File: src/rtl/spm_pkg.sv
// Constants and carrier types for the strap latch and pin function mux.
package spm_pkg;
   // Register byte addresses on the AXI4-Lite bus.
   localparam logic [7:0] CFG_ADDR = 8'h70;
   localparam logic [7:0] USB_ADDR = 8'h74;
   localparam logic [7:0] STAT_ADDR = 8'h78;
   // Configuration register bit positions.
   localparam int CFG_WAKE_REQ = 1;
   localparam int CFG_LINE12_REQ = 2;
   localparam int CFG_KBC_STRAP = 3;
   localparam int CFG_KEY_LOCK = 4;
   localparam logic [7:0] CFG_WMASK = 8'h16;
   localparam logic [7:0] CFG_RESET = 8'h00;
   // USB and pin control register bit positions.
   localparam int USB_EN = 0;
   localparam int USB_P0 = 1;
   localparam int USB_P1 = 2;
   localparam int USB_IRQ_PAIR = 3;
   localparam int USB_SLEEP = 4;
   localparam int USB_GP_OUT = 5;
   localparam int USB_GP_OE = 6;
   localparam logic [6:0] USB_RESET = 7'h00;
   // Shared pad indices.
   localparam int PIN_GENERAL0 = 0;
   localparam int PIN_WAKE0 = 1;
   localparam int PIN_LINE1 = 2;
   localparam int PIN_LINE12 = 3;
   localparam int PIN_CODE0 = 4;
   localparam int PIN_ACK3 = 7;
   localparam int PIN_ACK5 = 8;
   localparam int PIN_ACK6 = 9;
   localparam int PIN_ACK7 = 10;
   localparam int PIN_N = 11;
   // Code driven on the encoded acknowledge when no channel is acknowledged.
   localparam logic [2:0] CODE_IDLE = 3'h4;
   localparam logic [1:0] RESP_OKAY = 2'h0;
   localparam logic [1:0] RESP_SLVERR = 2'h2;
   // Register selector codes.
   localparam logic [1:0] SEL_NONE = 2'h0;
   localparam logic [1:0] SEL_CFG = 2'h1;
   localparam logic [1:0] SEL_USB = 2'h2;
   localparam logic [1:0] SEL_STAT = 2'h3;

   typedef struct packed {
      logic keyboard_controller;
      logic mouse;
      logic sio;
   } spm_straps_t;

   localparam spm_straps_t STRAPS_RESET = 3'h7;

   typedef struct packed {
      logic [PIN_N-1:0] o;
      logic [PIN_N-1:0] oe;
   } spm_pads_t;

   typedef struct packed {
      logic keyboard_data;
      logic keyboard_clock;
      logic mouse_data;
      logic mouse_clock;
      logic line1_to_pic;
      logic line12_to_pic;
      logic board_dma_req0;
      logic [1:0] board_irq_pair;
      logic wake0;
      logic general0_in;
      logic [1:0] usb_port_on;
      logic kbc_internal;
      logic mouse_active;
      logic superio_present;
   } spm_side_t;

   localparam spm_side_t SIDE_RESET = 16'hf000;
endpackage : spm_pkg

File: src/rtl/spm_top.sv
// Strap capture at bus reset release and shared pin function selection.
`timescale 1ns/100ps
// What this block does
// RL1 - Straps are captured on the first clock after bus reset releases.
// RL2 - Keyboard strap low enables internal controller; captured value reads at 70h bit 3.
// RL3 - Internal controller: encoded acknowledge code out, ack 3 and 5 pins carry keyboard.
// RL4 - General pin 0 carries keyboard lock when 70h bit 4 set, else software pin.
// RL5 - Mouse strap low disables mouse support, high enables it.
// RL6 - Mouse active needs internal controller; wake 0 becomes data, irq line 1 clock.
// RL7 - Mouse interrupt 12 is internal; irq line 12 pin becomes DMA request 0 if enabled.
// RL8 - Without mouse, wake 0 pin serves as DMA request 0 when 70h bit 1 set.
// RL9 - Super I/O strap low marks external super I/O present, high absent.
// RL10 - Software enables USB and each port; enabled ports gate the irq line 12 DMA request and ack 6/7 pin reuse.
// RL11 - USB port 1 enabled lets ack 6 and 7 pins become board interrupt pair.
// RL12 - Ack 7 pin may be programmed as the hotkey sleep event output.
// RL13 - Captured straps hold until the next bus reset.
module spm_top (
   // Clock and bus reset.
   input wire logic aclk,
   input wire logic aresetn,
   // AXI4-Lite slave.
   input wire logic [31:0] awaddr,
   input wire logic awvalid,
   output logic awready,
   input wire logic [31:0] wdata,
   input wire logic [3:0] wstrb,
   input wire logic wvalid,
   output logic wready,
   output logic [1:0] bresp,
   output logic bvalid,
   input wire logic bready,
   input wire logic [31:0] araddr,
   input wire logic arvalid,
   output logic arready,
   output logic [31:0] rdata,
   output logic [1:0] rresp,
   output logic rvalid,
   input wire logic rready,
   // Strap levels.
   input wire logic kbc_select_strap,
   input wire logic mouse_enable_strap,
   input wire logic superio_select_strap,
   // Internal functions feeding the pins.
   input wire logic [7:0] dma_ack_n,
   input wire logic [1:0] kbd_drive_low,
   input wire logic [1:0] mouse_drive_low,
   input wire logic kbd_irq,
   input wire logic mouse_irq,
   input wire logic keyboard_lock_n,
   input wire logic hotkey_sleep_event,
   // Shared pads.
   input wire logic [spm_pkg::PIN_N-1:0] pad_in,
   output spm_pkg::spm_pads_t pads,
   // Signals handed to internal functions.
   output spm_pkg::spm_side_t side
);
   typedef struct packed {
      spm_pkg::spm_straps_t straps;
      logic armed;
      logic [7:0] cfg;
      logic [6:0] usb;
      spm_pkg::spm_pads_t pads;
      spm_pkg::spm_side_t side;
      logic aw_got;
      logic [1:0] aw_sel;
      logic w_got;
      logic [7:0] w_byte;
      logic w_en;
      logic awready;
      logic wready;
      logic bvalid;
      logic [1:0] bresp;
      logic arready;
      logic rvalid;
      logic [1:0] rresp;
      logic [31:0] rdata;
   } spm_state_t;

   spm_state_t st;
   spm_state_t next_st;
   logic kbc_int;
   logic mouse_act;
   logic u0;
   logic u1;
   logic [1:0] rsel;

   function automatic logic [1:0] decode(input logic [31:0] a);
      logic [1:0] s;
      s = spm_pkg::SEL_NONE;
      if (a[31:8] == 24'h000000 && a[1:0] == 2'h0) begin
         case (a[7:0])
            spm_pkg::CFG_ADDR: s = spm_pkg::SEL_CFG;
            spm_pkg::USB_ADDR: s = spm_pkg::SEL_USB;
            spm_pkg::STAT_ADDR: s = spm_pkg::SEL_STAT;
            default: s = spm_pkg::SEL_NONE;
         endcase
      end
      return s;
   endfunction : decode

   // Lowest acknowledged channel wins; channel 4 is never presented.
   function automatic logic [2:0] encode(input logic [7:0] ack_n);
      logic [2:0] c;
      c = spm_pkg::CODE_IDLE;
      for (int i = 7; i >= 0; i--) begin
         if (!ack_n[i] && i != 4) begin
            c = 3'(i);
         end
      end
      return c;
   endfunction : encode

   assign kbc_int = !st.straps.keyboard_controller; // see RL2
   assign mouse_act = kbc_int && st.straps.mouse; // see RL5 see RL6
   assign u0 = st.usb[spm_pkg::USB_EN] && st.usb[spm_pkg::USB_P0]; // see RL10
   assign u1 = st.usb[spm_pkg::USB_EN] && st.usb[spm_pkg::USB_P1]; // see RL10
   assign rsel = decode(araddr);

   always_comb begin
      next_st = st;
      // Straps latch once after release and then stay put.
      if (st.armed) begin
         next_st.straps = '{keyboard_controller: kbc_select_strap, mouse: mouse_enable_strap,
                            sio: superio_select_strap}; // see RL1
         next_st.armed = 1'b0; // see RL13
      end

      // Write channel: address and data in either order.
      if (awvalid && st.awready) begin
         next_st.aw_got = 1'b1;
         next_st.aw_sel = decode(awaddr);
      end
      if (wvalid && st.wready) begin
         next_st.w_got = 1'b1;
         next_st.w_byte = wdata[7:0];
         next_st.w_en = wstrb[0];
      end
      if (st.bvalid && bready) begin
         next_st.bvalid = 1'b0;
      end
      if (st.aw_got && st.w_got && !st.bvalid) begin
         next_st.aw_got = 1'b0;
         next_st.w_got = 1'b0;
         next_st.bvalid = 1'b1;
         next_st.bresp = (st.aw_sel == spm_pkg::SEL_NONE) ? spm_pkg::RESP_SLVERR
                                                          : spm_pkg::RESP_OKAY;
         if (st.w_en && st.aw_sel == spm_pkg::SEL_CFG) begin
            next_st.cfg = st.w_byte & spm_pkg::CFG_WMASK;
         end
         if (st.w_en && st.aw_sel == spm_pkg::SEL_USB) begin
            next_st.usb = st.w_byte[6:0]; // see RL10
         end
      end
      next_st.awready = !next_st.aw_got && !next_st.bvalid;
      next_st.wready = !next_st.w_got && !next_st.bvalid;

      // Read channel.
      if (st.rvalid && rready) begin
         next_st.rvalid = 1'b0;
      end
      if (arvalid && st.arready) begin
         next_st.rvalid = 1'b1;
         next_st.rresp = spm_pkg::RESP_OKAY;
         next_st.rdata = 32'h00000000;
         case (rsel)
            spm_pkg::SEL_CFG: begin
               next_st.rdata[7:0] = st.cfg;
               next_st.rdata[spm_pkg::CFG_KBC_STRAP] = st.straps.keyboard_controller; // see RL2
            end
            spm_pkg::SEL_USB: next_st.rdata[6:0] = st.usb;
            spm_pkg::SEL_STAT: begin
               next_st.rdata[2:0] = st.straps;
               next_st.rdata[3] = kbc_int;
               next_st.rdata[4] = mouse_act;
               next_st.rdata[5] = !st.straps.sio;
               next_st.rdata[18:8] = pad_in;
            end
            default: next_st.rresp = spm_pkg::RESP_SLVERR;
         endcase
      end
      next_st.arready = !next_st.rvalid;

      // Pin functions.
      next_st.pads = '0;
      next_st.side = spm_pkg::SIDE_RESET;
      next_st.side.kbc_internal = kbc_int;
      next_st.side.mouse_active = mouse_act;
      next_st.side.superio_present = !st.straps.sio; // see RL9
      next_st.side.usb_port_on = {u1, u0}; // see RL10
      next_st.side.general0_in = pad_in[spm_pkg::PIN_GENERAL0];
      if (st.cfg[spm_pkg::CFG_KEY_LOCK]) begin
         next_st.pads.o[spm_pkg::PIN_GENERAL0] = keyboard_lock_n; // see RL4
         next_st.pads.oe[spm_pkg::PIN_GENERAL0] = 1'b1;
      end else begin
         next_st.pads.o[spm_pkg::PIN_GENERAL0] = st.usb[spm_pkg::USB_GP_OUT]; // see RL4
         next_st.pads.oe[spm_pkg::PIN_GENERAL0] = st.usb[spm_pkg::USB_GP_OE];
      end
      next_st.pads.oe[spm_pkg::PIN_CODE0 +: 3] = 3'h7;
      next_st.pads.oe[spm_pkg::PIN_ACK6] = 1'b1;
      next_st.pads.oe[spm_pkg::PIN_ACK7] = 1'b1;
      if (kbc_int) begin
         next_st.pads.o[spm_pkg::PIN_CODE0 +: 3] = encode(dma_ack_n); // see RL3
         // Keyboard lines are open drain: drive low or release.
         next_st.pads.oe[spm_pkg::PIN_ACK3] = kbd_drive_low[0]; // see RL3
         next_st.pads.oe[spm_pkg::PIN_ACK5] = kbd_drive_low[1];
         next_st.side.keyboard_data = pad_in[spm_pkg::PIN_ACK3];
         next_st.side.keyboard_clock = pad_in[spm_pkg::PIN_ACK5];
         next_st.pads.o[spm_pkg::PIN_ACK6] = 1'b1;
         next_st.pads.o[spm_pkg::PIN_ACK7] = 1'b1;
      end else begin
         next_st.pads.o[spm_pkg::PIN_CODE0 +: 3] = dma_ack_n[2:0];
         next_st.pads.o[spm_pkg::PIN_ACK3] = dma_ack_n[3];
         next_st.pads.o[spm_pkg::PIN_ACK5] = dma_ack_n[5];
         next_st.pads.oe[spm_pkg::PIN_ACK3] = 1'b1;
         next_st.pads.oe[spm_pkg::PIN_ACK5] = 1'b1;
         next_st.pads.o[spm_pkg::PIN_ACK6] = dma_ack_n[6];
         next_st.pads.o[spm_pkg::PIN_ACK7] = dma_ack_n[7];
      end
      next_st.side.line1_to_pic = kbc_int ? kbd_irq : pad_in[spm_pkg::PIN_LINE1];
      if (mouse_act) begin
         next_st.pads.oe[spm_pkg::PIN_WAKE0] = mouse_drive_low[0]; // see RL6
         next_st.pads.oe[spm_pkg::PIN_LINE1] = mouse_drive_low[1]; // see RL6
         next_st.side.mouse_data = pad_in[spm_pkg::PIN_WAKE0];
         next_st.side.mouse_clock = pad_in[spm_pkg::PIN_LINE1];
         next_st.side.line12_to_pic = mouse_irq; // see RL7
         next_st.side.board_dma_req0 = st.cfg[spm_pkg::CFG_LINE12_REQ] && u0
                                       && pad_in[spm_pkg::PIN_LINE12]; // see RL7
      end else begin
         next_st.side.line12_to_pic = pad_in[spm_pkg::PIN_LINE12];
         if (st.cfg[spm_pkg::CFG_WAKE_REQ]) begin
            next_st.side.board_dma_req0 = pad_in[spm_pkg::PIN_WAKE0]; // see RL8
         end else begin
            next_st.side.wake0 = pad_in[spm_pkg::PIN_WAKE0];
         end
      end
      if (u1 && st.usb[spm_pkg::USB_IRQ_PAIR]) begin
         next_st.pads.oe[spm_pkg::PIN_ACK6] = 1'b0; // see RL11
         next_st.pads.oe[spm_pkg::PIN_ACK7] = 1'b0;
         next_st.side.board_irq_pair = pad_in[spm_pkg::PIN_ACK7 -: 2];
      end
      // Sleep output takes the ack 7 pin over any other use.
      if (st.usb[spm_pkg::USB_SLEEP]) begin
         next_st.pads.o[spm_pkg::PIN_ACK7] = hotkey_sleep_event; // see RL12
         next_st.pads.oe[spm_pkg::PIN_ACK7] = 1'b1;
         next_st.side.board_irq_pair[1] = 1'b0;
      end
   end

   always_ff @(posedge aclk) begin
      if (!aresetn) begin
         st <= '0;
         st.straps <= spm_pkg::STRAPS_RESET;
         st.armed <= 1'b1;
         st.cfg <= spm_pkg::CFG_RESET;
         st.usb <= spm_pkg::USB_RESET;
         st.side <= spm_pkg::SIDE_RESET;
      end else begin
         st <= next_st;
      end
   end

   assign awready = st.awready;
   assign wready = st.wready;
   assign bvalid = st.bvalid;
   assign bresp = st.bresp;
   assign arready = st.arready;
   assign rvalid = st.rvalid;
   assign rresp = st.rresp;
   assign rdata = st.rdata;
   assign pads = st.pads;
   assign side = st.side;
endmodule : spm_top

File: config.mk
export PLATFORM = sky130hd
export DESIGN_NAME = spm_top
export DESIGN_NICKNAME = d
export VERILOG_FILES = /design/src/rtl/spm_pkg.sv /design/src/rtl/spm_top.sv
export SDC_FILE = /design/constraint.sdc
export NUM_CORES = 1
export LEC_CHECK = 0
export ABC_CLOCK_PERIOD_IN_PS = 2600
export BUFFER_PORTS_ARGS = -buffer_cell sky130_fd_sc_hd__buf_4
export CORE_ASPECT_RATIO = 1.2
export CORE_MARGIN = 5
export CORE_UTILIZATION = 48
export CTS_BUF_LIST = sky130_fd_sc_hd__clkbuf_2
export CTS_CLUSTER_SIZE = 12
export DETAILED_ROUTE_END_ITERATION = 12
export PLACE_DENSITY = 0.87
export SYNTH_ARGS = -nofsm -noshare
export SYNTH_HDL_FRONTEND = slang
export SYNTH_SLANG_ARGS = --single-unit
File: constraint.sdc
create_clock -name aclk -period 2.6 [get_ports aclk]
set_input_delay 0 -clock aclk [delete_from_list [all_inputs] [get_ports aclk]]
set_output_delay 0 -clock aclk [all_outputs]
set_load 0.01 [all_outputs]
== Word level (Yosys, flattened, before mapping) ==
Index checks and enable logic that the tools add are counted.

* Bitwise logic cells: 2
* Reductions and logical operators: 40
* Mux-type cells: 43
* Eq/ne operators: 11

{| class="wikitable"
|+ Operators by type and width
! kind !! number
|-
| $mux 77 || 1
|-
| $eq 8x7->1 const B || 6
|-
| $logic_not 24->1 || 2
|-
| $mux 35 || 1
|-
| $mux 3 || 9
|-
| $mux 2 || 13
|-
| $logic_and 1x1->1 || 19
|-
| $pmux 6 s3 || 1
|-
| $mux 1 || 14
|-
| $pmux 2 s3 || 2
|-
| $mux 11 || 1
|-
| $mux 10 || 1
|-
| $reduce_and 2->1 || 5
|-
| $reduce_or 3->1 || 3
|-
| $logic_not 1->1 || 7
|-
| $eq 2x2->1 const B || 3
|-
| $logic_not 2->1 || 3
|-
| $eq 2x1->1 const B || 2
|-
| $not 1->1 || 2
|-
| $reduce_or 2->1 || 1
|}

* Flip-flop bits (word level): 92
* Word-level logic and storage cells: 136
* Bits of input ports: 137
* Output and inout port bits: 79

== Longest topological paths before layout ==
* Depth after elaboration: 9
* Depth in mapped cells: 6
* Mapped depth without buffers: 4

== Worst setup path after synthesis ==
Ideal clock, no wire load.

* Path type: register -> register
* From: register st, in the netlist bvalid
* To: register st[96] (netlist bit)
* Arrival time: 1.246 ns
* Clock period less this slack: 1.374 ns
* Slack: 1.226 ns
* Stages on the path, launching flop included: 5
* Setup time: 0.128 ns
* Path buffers: 0
* Required time: 2.472 ns
* Cell sequence: dfxtp_1 > nand3b_4 > nor4_4 > mux2i_1 > nor2_2

* Cells in the longest elaborated chain, start to end: 3

{| class="wikitable"
|+ RTL lines
! element !! line !! RTL
|-
| from (decl) || spm_top.sv:79 || <nowiki>spm_state_t st;</nowiki>
|-
| from (signal assigned) || spm_top.sv:258 || <nowiki>st <= next_st;</nowiki>
|-
| $logic_not 1->1 || spm_top.sv:141 || <nowiki>if (st.aw_got && st.w_got && !st.bvalid) begin</nowiki>
|-
| $logic_and 1x1->1 || spm_top.sv:141 ||
|-
| $reduce_and 2->1 (no source line) || n/a ||
|}

Every way passes these cells.
A chain may end at the register's enable or synchronous reset.

== Final worst setup path ==
* From: input awaddr[17]
* To: register st[51] (netlist bit)

* Cells in the longest elaborated chain, start to end: 3

{| class="wikitable"
|+ RTL lines
! element !! line !! RTL
|-
| from (decl) || spm_top.sv:22 || <nowiki>input wire logic [31:0] awaddr,</nowiki>
|-
| $logic_not 24->1 || spm_top.sv:90 || <nowiki>if (a[31:8] == 24'h000000 && a[1:0] == 2'h0) begin</nowiki>
|-
| $logic_and 1x1->1 || spm_top.sv:90 ||
|-
| $mux 2 || spm_top.sv:90 ||
|}

Every way passes these cells.

==> flow_metrics.py <==
metrics = {
    "status": {
        "status": "finished, final reports clean",
    },
    "floorplanning": {
        "io-pin-count": 216,
        "die_area_um2": 9460,
        "start_util_pct": 49.9,
        "dieHeight_um": 106,
        "die_w_um": 89.6,
        "core-area_um2": 7320,
        "num_rows": 34,
    },
    "global_routing": {
        "antenna_found_initial": 0,
        "grt_usage_pct": 24.3,
        "grt_first_pass_wirelength_um": 18000,
        "gr-total-overflow": 0,
        "grt_max_degree": 33,
        "grt_pass1_vias": 3850,
    },
    "synthesis": {
        "synthTopCellsByArea": "dfxtp_1, buf_4, mux2i_1, nand2_1, nor2_1",
        "yosysWarnings": 0,
        "synthArstFlopShare_pct": 0,
        "synth.distinct_cells": 44,
        "postSynthAreaPerCell_um2": 8.99,
        "synth-edff-count": 0,
        "synth-main-ff-cell": "dfxtp_1",
        "synth_largest_area_cell": "dfxtp_1",
        "yosysSeqAreaShare_pct": 45.5,
        "postSynthCellCount": 406,
        "synth-seq-cells": 83,
        "syn-cell-area_um2": 3650,
        "synth_top_cell_area_share_pct": 45.5,
    },
    "worst_hold_path": {
        "worst_hold_path.endpoint": "rdata[6]",
        "hold_class": "in2reg",
        "holdCritStartpoint": "araddr[29]",
        "min_path_cells": 5,
    },
    "final_layout": {
        "seqCellArea_um2": 1660,
        "drive_gt1_share_pct": 32.6,
        "antennaDiodeCount": 0,
        "multi_input_area_um2": 1420,
        "final_cell_mix": "buf_4, dlygate4sd3_1, dfxtp_1",
        "area_delta_synth_final_pct": 50.3,
        "nFillCells": 513,
        "nets": 740,
        "final_cells": 697,
        "final_common_cell": "buf_4",
    },
    "worst_setup_path": {
        "path_buf_inv": 5,
        "path_class": "in2reg",
        "cp_common_cell": "dlygate4sd3_1",
        "start_kind": "input port",
        "arrival_ps": 3030,
        "rr_endpoint": "rdata[14]",
        "path_cells": "dlygate4sd3_1 -> buf_4 -> nor4_1 -> dlygate4sd3_1 -> nand2_1 -> dlygate4sd3_1 -> nor4_2 -> a32o_1 -> dlygate4sd3_1",
        "path_delay_family": "buffers and inverters",
        "cpPeakStageDelay_ps": 600,
        "r2r_slack_ps": 450,
        "r2r_cells": 5,
        "path_max_fanout": 2,
        "cp-end-kind": "register",
        "crit_slowest_cell": "dlygate4sd3_1",
        "cp.required_ps": 3070,
        "r2r_start": "arready",
    },
    "clocking": {
        "htreeDepth": 3,
        "cts_max_path_buffers": 2,
        "clk_latency_ps": 530,
        "cts_tree": "done",
        "cts_root_buf": "clkbuf_2",
        "numCtsBuffers": 9,
        "clk_pin_slew_ps": 230,
        "numClockSinks": 83,
    },
    "routing": {
        "wire_per_inst_um": 16.8,
        "routed_wirelength_um": 11700,
        "final_antenna_net_count": 0,
        "route.detailed.drc": 0,
        "viasPerCell": 5.21,
        "drtIter0Drc": 185,
        "drt_first_pass_iters": 5,
        "vias": 3631,
    },
    "timing": {
        "fmaxAchievable_mhz": 391,
        "finalSetupViolCount": 0,
        "final-hold-violation-count": 0,
        "tightest_slew_ps": 1000,
        "min_period_ps": 2560,
        "skew_ps": 30.9,
        "finalWorstSetupSlack_ps": 42.9,
        "tns_ps": 0,
        "timing.final.crit_share_pct": 98.4,
        "hold_slack_ps": 21.6,
        "final_max_slew_viol_count": 0,
        "maxSlewHeadroom_pct": 33.0,
    },
    "power": {
        "peakVddDrop_uv": 313,
        "total_power_mw": 2.51,
        "p_per_area_nw_per_um2": 457,
        "p_leak_nw": 2.50,
    },
    "placement": {
        "pre_cts_slack_ps": 915,
        "numPortBuffers": 166,
        "place_inst": 594,
        "dp_hpwl_um": 7690,
        "place_congestion": 0.875,
    },
    "run": {
        "drv_cap": 0,
    },
}
-- area by class of cell --
cell class | count | share of cell area, %
multi-input cells | 245 | 25.8
clock inverters | 6 | 1.48
repair buffers | 256 | 39.0
flip-flops and latches | 83 | 30.3
inverters | 8 | 0.547
clock buffers | 9 | 0.821
well taps | 90 | 2.05
-- how the worst max path moves through the flow --
| stage | from | to | slack, ps | cells after the start |
|---|---|---|---|---|
| global placement | arready | rdata[4] | 940 | 4 |
| finish | awaddr[17] | st[51] | 40 | 9 |
| global route | awaddr[17] | st[52] | -30 | 9 |
| detailed placement | arready | rdata[4] | 910 | 4 |
| CTS | awaddr[17] | st[51] | 150 | 9 |
| floorplan | bvalid | st[96] | 1230 | 4 |
-- logic make-up (layout without fill, tap and decap cells) --
family	count (synthesis)	in the layout	share of synthesized area [%]
compound gates	50	50	8.81
xor+xnor	2	2	0.480
buf+inv	97	279	17.8
flops	83	83	45.5
mux	18	18	4.93
other cells	1	20	0.103
simple gates	155	155	22.3
-- power by group --
part	internal [mW]	total (mW)	switching, mW
Sequential	1.31	1.34	0.0287
Clock	0.307	0.739	0.433
Combinational	0.253	0.427	0.174
Total	1.87	2.51	0.635
-- flip-flops by register name (all words and copies together) (netlist names) --
register,cells
awready,1
pads,16
arready,1
bresp,1
rdata,18
wready,1
rresp,1
bvalid,1
side,16
rvalid,1
st,26
-- synth_stat cells (5+ instances only) --
library cell / count
nor2_1: 29
dfxtp_1: 83
nand2_1: 47
nor2_2: 7
and3_1: 14
o21ai_1: 10
nand3_1: 19
nand2b_1: 5
a32o_1: 5
mux2i_1: 18
a21oi_1: 16
clkbuf_1: 7
buf_2: 7
buf_4: 74
nor4_1: 12
-- through the flow --
stage,area [um2],utilization [%]
5_1_grt,5490,75.0
2_1_floorplan,3720,-
6_report,5490,75.0
3_3_place_gp,4480,61.2
3_5_place_dp,4480,61.2
4_1_cts,5480,74.9
-- worst reg2reg max path, stage by stage, from the launching register on --
cell and delay [ps]:
dfxtp_1 390, nand2_1 160, nor2_1 710, nand3_1 140, dlygate4sd3_1 600, o21ai_1 110
-- metal layers --
metal | vias up | share of wire [%] | global-route usage, %
li1 | 1689 | - | -
met1 | 1724 | 33 | 24.1
met4 | 0 | 3.8 | 13.2
met5 | - | 0 | 0
met2 | 179 | 55 | 45.7
met3 | 39 | 7.9 | 4.29
-- repair_timing --
action | in CTS | in global routing
hold buffers | 88 | 0
hold endpoints to repair | 68 | 0
setup endpoints to repair | 0 | 2
setup buffers | 0 | 0
resized for setup | 0 | 1
Power figures use the tool's default switching activity.
